**config.mk**
```make
export PLATFORM = sky130hd
export DESIGN_NAME = scc_cfg_regs
export DESIGN_NICKNAME = d
export VERILOG_FILES = /design/src/scc_pkg.sv /design/src/scc_ref_div.sv /design/src/scc_cfg_regs.sv
export SDC_FILE = /design/constraint.sdc
export NUM_CORES = 1
export LEC_CHECK = 0
export ABC_AREA = 1
export BUFFER_PORTS_ARGS = -buffer_cell sky130_fd_sc_hd__buf_2
export CORE_UTILIZATION = 35
export CTS_CLUSTER_DIAMETER = 40
export DETAILED_ROUTE_END_ITERATION = 6
export PLACE_DENSITY = 0.57
export SLEW_MARGIN = 0
export SYNTH_ARGS = -nofsm -noshare
export SYNTH_HDL_FRONTEND = slang
export SYNTH_SLANG_ARGS = --single-unit
```
**constraint.sdc**
```tcl
create_clock -name clk -period 4.1 [get_ports clk]
set_input_delay 0.82 -clock clk [delete_from_list [all_inputs] [get_ports clk]]
set_output_delay 0.82 -clock clk [all_outputs]
set_load 0.03 [all_outputs]
```
**src/scc_pkg.sv**
```systemverilog
package scc_pkg;
	localparam int WORD_W = 32;
	localparam int SEL_W  = 5;
	localparam int RCNT_W = 5;
	localparam int CLK1_W = 12;
	localparam int FCAL_W = 10;
	localparam int INT_W  = 12;
	localparam int FHI_W  = 12;
	localparam int FLO_W  = 13;
	localparam int FDW_W  = 25;
	localparam int WAVE_W = 2;
	localparam int CP_W   = 4;

	localparam logic [SEL_W-1:0] SEL_INT   = 5'h05;
	localparam logic [SEL_W-1:0] SEL_FLO   = 5'h06;
	localparam logic [SEL_W-1:0] SEL_REF   = 5'h07;
	localparam logic [SEL_W-1:0] SEL_CAL   = 5'h08;
	localparam logic [SEL_W-1:0] SEL_SETUP = 5'h09;
	localparam logic [SEL_W-1:0] SEL_MODE  = 5'h0b;
	localparam logic [SEL_W-1:0] SEL_PUMP  = 5'h0c;
	localparam logic [SEL_W-1:0] SEL_RCLK  = 5'h0d;

	localparam int INT_LSB    = 17;
	localparam int FHI_LSB    = 5;
	localparam int FLO_LSB    = 5;
	localparam int MRST_BIT   = 25;
	localparam int CLK1_LSB   = 12;
	localparam int HALF_BIT   = 11;
	localparam int DBL_BIT    = 10;
	localparam int RCNT_LSB   = 5;
	localparam int FCAL_LSB   = 5;
	localparam int SDRST_BIT  = 11;
	localparam int TRI_BIT    = 9;
	localparam int WAVE_LSB   = 7;
	localparam int CNTCLR_BIT = 5;
	localparam int CP_LSB     = 17;
	localparam int CPTRI_BIT  = 15;
	localparam int LESYNC_BIT = 21;
	localparam int CDM_LSB    = 19;

	localparam logic [WORD_W-1:0] REG_RST        = 32'h0;
	localparam logic [WORD_W-1:0] CAL_SETUP_WORD = 32'h2a20b929;
	localparam logic [WAVE_W-1:0] WAVE_SAW_BURST = 2'h3;
endpackage

```
**src/scc_ref_div.sv**
```systemverilog
module scc_ref_div (
	input  wire logic                       clk,
	input  wire logic                       rst_n,
	input  wire logic                       ref_in_pin,
	input  wire logic                       counter_clr,
	input  wire logic                       doubler_en,
	input  wire logic                       half_sel,
	input  wire logic [scc_pkg::RCNT_W-1:0] r_count,
	input  wire logic [scc_pkg::CLK1_W-1:0] clk1_div,
	output logic                            ref_edge,
	output logic                            cal_ref_tick,
	output logic                            step_tick
);
	import scc_pkg::*;

	logic [2:0]        sync_ff;
	logic              lvl_ff;
	logic              prev_ff;
	logic [RCNT_W-1:0] rcnt_ff;
	logic              tog_ff;
	logic [CLK1_W-1:0] step_cnt_ff;
	logic              ref_edge_ff;
	logic              cal_tick_ff;
	logic              step_tick_ff;
	logic              act;
	logic              r_wrap;
	logic              cal_tick;
	logic              s_wrap;

	// a zero limit behaves as one so a blank divider still ticks
	function automatic logic wraps(input logic [CLK1_W-1:0] cnt, input logic [CLK1_W-1:0] lim);
		return (cnt + 12'h1) >= lim;
	endfunction

	// change accepted once second and third stage agree
	always_ff @(posedge clk) begin
		if (!rst_n) begin
			sync_ff <= 3'h0;
			lvl_ff  <= 1'b0;
			prev_ff <= 1'b0;
		end else begin
			sync_ff <= {sync_ff[1:0], ref_in_pin};
			if (sync_ff[1] == sync_ff[2]) begin
				lvl_ff <= sync_ff[2];
			end
			prev_ff <= lvl_ff;
		end
	end

	assign act      = doubler_en ? (lvl_ff ^ prev_ff) : (prev_ff & ~lvl_ff);
	assign r_wrap   = act && wraps({7'h0, rcnt_ff}, {7'h0, r_count});
	assign cal_tick = r_wrap && (!half_sel || tog_ff);
	assign s_wrap   = cal_tick && wraps(step_cnt_ff, clk1_div);

	always_ff @(posedge clk) begin
		if (!rst_n || counter_clr) begin
			rcnt_ff     <= 5'h0;
			tog_ff      <= 1'b0;
			step_cnt_ff <= 12'h0;
		end else begin
			if (act) begin
				rcnt_ff <= r_wrap ? 5'h0 : rcnt_ff + 5'h1;
			end
			if (r_wrap) begin
				tog_ff <= ~tog_ff;
			end
			if (cal_tick) begin
				step_cnt_ff <= s_wrap ? 12'h0 : step_cnt_ff + 12'h1;
			end
		end
	end

	always_ff @(posedge clk) begin
		if (!rst_n) begin
			ref_edge_ff  <= 1'b0;
			cal_tick_ff  <= 1'b0;
			step_tick_ff <= 1'b0;
		end else begin
			ref_edge_ff  <= act;
			cal_tick_ff  <= cal_tick && !counter_clr;
			step_tick_ff <= s_wrap && !counter_clr;
		end
	end

	assign ref_edge     = ref_edge_ff;
	assign cal_ref_tick = cal_tick_ff;
	assign step_tick    = step_tick_ff;
endmodule

```
**src/scc_cfg_regs.sv**
```systemverilog
// Operation
// control field 00101 commits word to integer and fractional-high register
// fields 00110, 00111, 01000 select fractional-low, reference/reset, calibration divider
// fields 01011, 01100, 01101 select ramp mode, charge pump, ramp clock
// host keeps integer field, bits 28 to 17, between 75 and 4095
// fractional word joins 12 integer-register bits above 13 fractional-low bits
// host writes reserved bit positions with their fixed pattern
// reference bit 25 at one resets device and registers; zero resumes
// host keeps detector rate over calibration clock divider at most 25 kHz
// calibration clock divider also sets ramp time step duration
// reference bit 11 inserts divide-by-two toggle after reference counter
// bit 10 doubles reference using both edges; else falling edge only
// host never enables doubler above 50 MHz reference input
// five-bit reference counter divides reference; ratios 1 to 31 only
// with doubler on, host prefers pump current codes 0 through 7
// host keeps detector rate over frequency calibration divider within 100 kHz
// host loads setup register with calibration word, then normal word
// host loads second reserved register with its fixed word
// mode bit 11 clear resets modulator on each integer register write
// single triangle bit 9 valid only with waveform field 11
// waveform type taken from mode register bits 8 to 7
// mode bit 5 holds device counters in reset while set
// pump current from bits 20 to 17; bit 15 tristates pump
// ramp clock bit 21 synchronises load enable to the reference
// host sets divider mode field to 11 in ramp modes, else 00
// words shift in msb first and commit when load enable rises
module scc_cfg_regs (
	input  wire logic                       clk,
	input  wire logic                       rst_n,
	input  wire logic                       ser_clk_pin,
	input  wire logic                       ser_data_pin,
	input  wire logic                       load_enable_pin,
	input  wire logic                       ref_in_pin,
	output logic [scc_pkg::INT_W-1:0]       int_value,
	output logic [scc_pkg::FDW_W-1:0]       fractional_divide_word,
	output logic                            sigma_delta_modulator_rst,
	output logic                            device_reset,
	output logic [scc_pkg::CLK1_W-1:0]      cal_clk_div,
	output logic                            half_rate_toggle_sel,
	output logic                            ref_doubler_en,
	output logic [scc_pkg::RCNT_W-1:0]      ref_count,
	output logic [scc_pkg::FCAL_W-1:0]      freq_cal_div,
	output logic                            cal_setup_sel,
	output logic [scc_pkg::WAVE_W-1:0]      waveform_type,
	output logic                            single_triangle_en,
	output logic                            counter_clear_bit,
	output logic [scc_pkg::CP_W-1:0]        pump_current,
	output logic                            pump_tristate,
	output logic                            load_sync_sel,
	output logic                            divider_mode_high,
	output logic                            divider_mode_low,
	output logic                            cal_ref_tick,
	output logic                            step_tick
);
	import scc_pkg::*;

	logic [2:0]        sync1_ff;
	logic [2:0]        sync2_ff;
	logic [2:0]        sync3_ff;
	logic [2:0]        lvl_ff;
	logic [2:0]        prev_ff;
	logic [WORD_W-1:0] shift_ff;
	logic [WORD_W-1:0] hold_ff;
	logic              load_rise_d_ff;
	logic              pend_ff;
	logic [WORD_W-1:0] int_ff;
	logic [WORD_W-1:0] flo_ff;
	logic [WORD_W-1:0] ref_ff;
	logic [WORD_W-1:0] cal_ff;
	logic              setup_ff;
	logic [WORD_W-1:0] mode_ff;
	logic [WORD_W-1:0] pump_ff;
	logic [WORD_W-1:0] rclk_ff;
	logic              mod_rst_ff;
	logic              sclk_rise;
	logic              load_rise;
	logic              ref_edge;
	logic              commit;
	logic [SEL_W-1:0]  sel;
	logic              dev_rst;
	logic              wr_int;
	logic              wr_flo;
	logic              wr_ref;
	logic              wr_cal;
	logic              wr_setup;
	logic              wr_mode;
	logic              wr_pump;
	logic              wr_rclk;

	function automatic logic hit(input logic go, input logic [SEL_W-1:0] s,
			input logic [SEL_W-1:0] code);
		return go && (s == code);
	endfunction

	// index 2 serial clock, 1 serial data, 0 load enable
	always_ff @(posedge clk) begin
		if (!rst_n) begin
			sync1_ff <= 3'h0;
			sync2_ff <= 3'h0;
			sync3_ff <= 3'h0;
			lvl_ff   <= 3'h0;
			prev_ff  <= 3'h0;
		end else begin
			sync1_ff <= {ser_clk_pin, ser_data_pin, load_enable_pin};
			sync2_ff <= sync1_ff;
			sync3_ff <= sync2_ff;
			for (int i = 0; i < 3; i++) begin
				if (sync2_ff[i] == sync3_ff[i]) begin
					lvl_ff[i] <= sync3_ff[i];
				end
			end
			prev_ff <= lvl_ff;
		end
	end

	assign sclk_rise = lvl_ff[2] & ~prev_ff[2];
	assign load_rise = lvl_ff[0] & ~prev_ff[0];

	// data and clock share the same filter delay, so setup is kept
	always_ff @(posedge clk) begin
		if (!rst_n) begin
			shift_ff <= REG_RST;
		end else if (sclk_rise) begin
			shift_ff <= {shift_ff[WORD_W-2:0], lvl_ff[1]};
		end
	end

	// word frozen at the load edge so late clocks cannot corrupt it
	always_ff @(posedge clk) begin
		if (!rst_n) begin
			hold_ff <= REG_RST;
		end else if (load_rise) begin
			hold_ff <= shift_ff;
		end
	end

	always_ff @(posedge clk) begin
		if (!rst_n) begin
			load_rise_d_ff <= 1'b0;
			pend_ff        <= 1'b0;
		end else begin
			load_rise_d_ff <= load_rise;
			if (load_rise && load_sync_sel) begin
				pend_ff <= 1'b1;
			end else if (ref_edge) begin
				pend_ff <= 1'b0;
			end
		end
	end

	assign commit = load_sync_sel ? (pend_ff && ref_edge) : load_rise_d_ff;
	assign sel    = hold_ff[SEL_W-1:0];

	assign wr_int   = hit(commit, sel, SEL_INT);
	assign wr_flo   = hit(commit, sel, SEL_FLO);
	assign wr_ref   = hit(commit, sel, SEL_REF);
	assign wr_cal   = hit(commit, sel, SEL_CAL);
	assign wr_setup = hit(commit, sel, SEL_SETUP);
	assign wr_mode  = hit(commit, sel, SEL_MODE);
	assign wr_pump  = hit(commit, sel, SEL_PUMP);
	assign wr_rclk  = hit(commit, sel, SEL_RCLK);

	assign dev_rst = ref_ff[MRST_BIT];

	// while master reset stands only the reference word stays writable
	always_ff @(posedge clk) begin
		if (!rst_n) begin
			ref_ff <= REG_RST;
		end else if (wr_ref) begin
			ref_ff <= hold_ff[MRST_BIT] ? (REG_RST | (32'h1 << MRST_BIT)) : hold_ff;
		end
	end

	always_ff @(posedge clk) begin
		if (!rst_n || dev_rst) begin
			int_ff <= REG_RST;
		end else if (wr_int) begin
			int_ff <= hold_ff;
		end
	end

	always_ff @(posedge clk) begin
		if (!rst_n || dev_rst) begin
			flo_ff <= REG_RST;
		end else if (wr_flo) begin
			flo_ff <= hold_ff;
		end
	end

	always_ff @(posedge clk) begin
		if (!rst_n || dev_rst) begin
			cal_ff <= REG_RST;
		end else if (wr_cal) begin
			cal_ff <= hold_ff;
		end
	end

	// only whether the calibration setup word is loaded matters here
	always_ff @(posedge clk) begin
		if (!rst_n || dev_rst) begin
			setup_ff <= 1'b0;
		end else if (wr_setup) begin
			setup_ff <= (hold_ff == CAL_SETUP_WORD);
		end
	end

	always_ff @(posedge clk) begin
		if (!rst_n || dev_rst) begin
			mode_ff <= REG_RST;
		end else if (wr_mode) begin
			mode_ff <= hold_ff;
		end
	end

	always_ff @(posedge clk) begin
		if (!rst_n || dev_rst) begin
			pump_ff <= REG_RST;
		end else if (wr_pump) begin
			pump_ff <= hold_ff;
		end
	end

	always_ff @(posedge clk) begin
		if (!rst_n || dev_rst) begin
			rclk_ff <= REG_RST;
		end else if (wr_rclk) begin
			rclk_ff <= hold_ff;
		end
	end

	always_ff @(posedge clk) begin
		if (!rst_n) begin
			mod_rst_ff <= 1'b0;
		end else begin
			mod_rst_ff <= wr_int && !dev_rst && !mode_ff[SDRST_BIT];
		end
	end

	assign int_value              = int_ff[INT_LSB +: INT_W];
	assign fractional_divide_word = {int_ff[FHI_LSB +: FHI_W], flo_ff[FLO_LSB +: FLO_W]};
	assign sigma_delta_modulator_rst = mod_rst_ff;
	assign device_reset           = dev_rst;
	assign cal_clk_div            = ref_ff[CLK1_LSB +: CLK1_W];
	assign half_rate_toggle_sel   = ref_ff[HALF_BIT];
	assign ref_doubler_en         = ref_ff[DBL_BIT];
	assign ref_count              = ref_ff[RCNT_LSB +: RCNT_W];
	assign freq_cal_div           = cal_ff[FCAL_LSB +: FCAL_W];
	assign cal_setup_sel          = setup_ff;
	assign waveform_type          = mode_ff[WAVE_LSB +: WAVE_W];
	// ignored outside single sawtooth burst rather than trusting the host
	assign single_triangle_en     = mode_ff[TRI_BIT] && (waveform_type == WAVE_SAW_BURST);
	assign counter_clear_bit      = mode_ff[CNTCLR_BIT];
	assign pump_current           = pump_ff[CP_LSB +: CP_W];
	assign pump_tristate          = pump_ff[CPTRI_BIT];
	assign load_sync_sel          = rclk_ff[LESYNC_BIT];
	assign divider_mode_high      = rclk_ff[CDM_LSB + 1];
	assign divider_mode_low       = rclk_ff[CDM_LSB];

	scc_ref_div u_ref_div (
		.clk          (clk),
		.rst_n        (rst_n),
		.ref_in_pin   (ref_in_pin),
		.counter_clr  (counter_clear_bit || dev_rst),
		.doubler_en   (ref_doubler_en),
		.half_sel     (half_rate_toggle_sel),
		.r_count      (ref_count),
		.clk1_div     (cal_clk_div),
		.ref_edge     (ref_edge),
		.cal_ref_tick (cal_ref_tick),
		.step_tick    (step_tick)
	);
endmodule

```
==> flow_summary.yaml <==
clocking:
  ctsResizeCount: 0
  cts_tree: "built"
  cts-root-buf: "clkbuf_16"
  clk_pin_slew_ns: 0.07
  numCtsBuffers: 17
  clock_path_buffers: 2
  cts_hold_buffers: 0
  htreeDepth: 4
  cts_sinks: 188
  post_cts_buffers: 0
  clock_latency_ns: 0.44
worst_setup_path:
  cpMostUsedCell: "nand2_1"
  max_stage_delay_ns: 0.45
  r2r-end: "u_ref_div.step_cnt_ff[8]$_SDFFE_PP0P_"
  cp.required_ns: 4.46
  startpoint_type: "flop"
  reg2regPathDepth: 17
  reg2reg_slack_ns: 1.42
  crit_type: "reg2reg"
  r2r-start: "u_ref_div.step_cnt_ff[0]$_SDFFE_PP0P_"
  cp_slowest_cell: "dfxtp_1"
  critPathMaxFanout: 13
  end_kind: "flop"
  arrival_ns: 3.04
  crit_chain: "ha_1 > nand3_1 > nor3_1 > nand3_1 > nand2_1 > inv_1 > ha_1 > nand2_1 > inv_1 > nand2_1 > inv_1 > nand2_1 > nand3_1 > nor2_1 > buf_4 > nand4_1 > a21oi_1"
floorplan:
  start_util_pct: 36.0
  io_pins: 89
  fp-row-count: 52
  core_area_um2: 20400
  die-height_um: 147
  dieArea_um2: 21500
  die_w_um: 147
place:
  dp_hpwl_um: 12300
  dp_cells: 1230
  place_congestion: 0.771
  port_buffers: 88
  dp_worst_setup_slack_ns: 1.29
  dpl_cell_area_um2: 7910
hold_path:
  whs_path_depth: 2
  whs_endpoint: "sync2_ff[0]$_SDFF_PN0_"
  min_path_type: "reg2reg"
  min-delay-start: "sync1_ff[0]$_SDFF_PN0_"
cells_and_area:
  layout-drive-gt1-share_pct: 14.3
  antenna_cells: 0
  finalNonFillerCells: 1262
  fin_nets: 1005
  fillers: 2116
  area_growth_pct: 16.1
  stdcell_area_um2: 8500
synth:
  synth-compound-area-share_pct: 17.2
  synth_top_area_share_pct: 51.4
  ys.flop_type: "dfxtp_1"
  synth_cell_types: 37
  synth-adder-area-share_pct: 3.42
  yosys.area_share.simple_pct: 18.2
  synthCells: 913
  synth_edf_count: 0
  ys_seq_elements: 188
  async_flop_share_pct: 0
  syn-num-nets: 939
  yosys-top-cells-count: "dfxtp_1, nor2_1, nand2_1"
  netlist_area_um2: 7320
  synthMuxAreaShare_pct: 0
  yosysMostFrequentCell: "dfxtp_1"
  synth_top_cell_by_area: "dfxtp_1"
  ys_warn_count: 0
  synthXorXnorAreaFrac_pct: 1.32
  netlist_top_cells_area: "dfxtp_1, nor2_1, a21oi_1"
  avgSynthCellArea_um2: 8.02
  synth_top_family_by_area: "simple AND/OR/NAND/NOR gates"
  yosysSeqAreaShare_pct: 51.4
pwr:
  p_switching_uw: 788
  comb_power_share_pct: 1.4
  internal_power_uw: 2760
  p_leak_uw: 0.00387
  p_clk_share_pct: 46.8
  p_per_area_nw_per_um2: 417
  ir_worst_vdd_uv: 307
  p_sw_share_pct: 22.2
  seqPwrFrac_pct: 51.8
sta:
  hold_viol: 0
  tightest_slew_ns: 1.07
  setup_slack_ns: 1.42
  fin_setup_tns_ns: 0
  finClkSkew_ns: 0.0125
  relSlewSlack_pct: 28.7
  fin_crit_sh_pct: 65.4
  drv_slew: 0
  setup_viol: 0
  finalHoldWorstSlack_ns: 0.410
  grt_setup_unrepaired: "no"
  fmax_ghz: 0.373
  final.min_clock_period_ns: 2.68
drt:
  drt_wl_total_um: 17900
  route.detailed.drc: 0
  wl_per_cell_um: 14.2
  vias: 5982
  avgViaCountPerCell: 4.74
  dr.pass1.iters: 5
  final_antenna_net_count: 0
  drt_iter0_markers: 303
global_routing:
  antenna_found_initial: 0
  grt_pass1_wl_um: 28400
  grt_usage_pct: 16.9
  grt_max_degree: 86
  grt_overflow: 0
  grt_pass1_vias: 5254
job:
  maxCapViolCount: 0
status:
  outcome: "completed"
==> state kept, by name, indices dropped and copies added, names as in the netlist, 2 cells and up <==
register               cells
sync2_ff                   3
u_ref_div.rcnt_ff          5
u_ref_div.step_cnt_ff     12
ref_ff                    20
u_ref_div.sync_ff          3
mode_ff                    5
sync1_ff                   3
rclk_ff                    3
flo_ff                    13
lvl_ff                     3
int_ff                    24
shift_ff                  32
pump_ff                    5
cal_ff                    10
prev_ff                    2
sync3_ff                   3
hold_ff                   32
==> cells in the final DEF (no fill, tap or decap), types with 2 or more instances in the layout <==
cell type   Yosys  layout
nor2_1        147     147
clkinvlp_4      0       4
xnor2_1         3       3
nor3_2          2       2
nor3_1          4       4
inv_6           0       4
nand3_1        20      20
buf_2           7      88
nand4_1        15      15
ha_1           20      20
nor2_4          2       2
o21ai_0        91      91
inv_8           0       2
xor2_1          8       8
inv_1         100     100
buf_4           8       5
clkbuf_16       0      17
a21oi_1       100     100
nand2_2         2       2
o21bai_1        3       3
clkbuf_1       26       2
a211oi_1        4       4
bufinv_16       0       2
inv_2           5       5
nor2_2          2       2
dfxtp_1       188     188
nand2_1       109     109
o21ai_1        11      11
nor4_1          5       5
o32ai_1        16      16
==> layout make-up <==
class	instances	area, um2	area share, %
clock inverter	13	156	1.84
tap	270	338	3.97
sequential	188	3760	44.3
clock buffer	19	433	5.09
multi-input combinational	573	2940	34.5
inverter	106	398	4.68
timing repair buffer	93	478	5.62
==> logic make-up (layout without fill, tap and decap cells) <==
kind of cell / count (synthesis) / in the layout
AO/OA/AOI/OAI: 230 / 230
XOR/XNOR: 11 / 11
adder cells (fa/ha/maj): 20 / 20
buffers and inverters: 152 / 231
flip-flops: 188 / 188
AND/OR/NAND/NOR: 312 / 312
==> worst max-delay path: cells and delay by family (launching register included) <==
kind / cells / cell delay, ns
flip-flops: 1 / 0.45
AND/OR/NAND/NOR: 10 / 1.09
buffers and inverters: 4 / 0.35
adder cells (fa/ha/maj): 2 / 0.54
AO/OA/AOI/OAI: 1 / 0.16
==> power groups by stage <==
stage	clock, uW	combinational (uW)	sequential, uW
final	1660	49.2	1840
after global routing	1770	55.2	1840
after CTS	1690	49.6	1840
after detailed placement	0	49.5	1880
after global placement	0	49.6	1880
after floorplan	0	36.5	1880
==> layer usage <==
layer | global-route usage, % | share of wire (%) | vias up
met5 | 0 | 0 | -
met4 | 6.77 | 1.7 | 0
met1 | 22.3 | 47 | 2713
met2 | 26.7 | 47 | 124
li1 | - | - | 3123
met3 | 3.56 | 4.3 | 22
==> worst max-delay path by stage <==
stage / startpoint / endpoint / slack (ns) / cells after the start
finish: u_ref_div.step_cnt_ff[0]$_SDFFE_PP0P_ / u_ref_div.step_cnt_ff[8]$_SDFFE_PP0P_ / 1.42 / 17
global route: u_ref_div.step_cnt_ff[0]$_SDFFE_PP0P_ / u_ref_div.step_cnt_ff[0]$_SDFFE_PP0P_ / 1.17 / 17
CTS: u_ref_div.step_cnt_ff[0]$_SDFFE_PP0P_ / u_ref_div.step_cnt_ff[1]$_SDFFE_PP0P_ / 1.44 / 17
detailed placement: rst_n / u_ref_div.cal_ref_tick$_SDFF_PN0_ / 1.29 / 8
global placement: rst_n / u_ref_div.cal_ref_tick$_SDFF_PN0_ / 1.30 / 8
floorplan: u_ref_div.step_cnt_ff[0]$_SDFFE_PP0P_ / u_ref_div.step_cnt_ff[10]$_SDFFE_PP0P_ / 1.74 / 17
==> per-stage QoR <==
stage / utilization, % / power (uW)
floorplan: - / 1910
CTS: 41.8 / 3580
detailed placement: 38.9 / 1930
global route: 41.8 / 3660
finish: 41.8 / 3550
global placement: 38.9 / 1930
No activity file was read; power rests on OpenSTA's default activity.
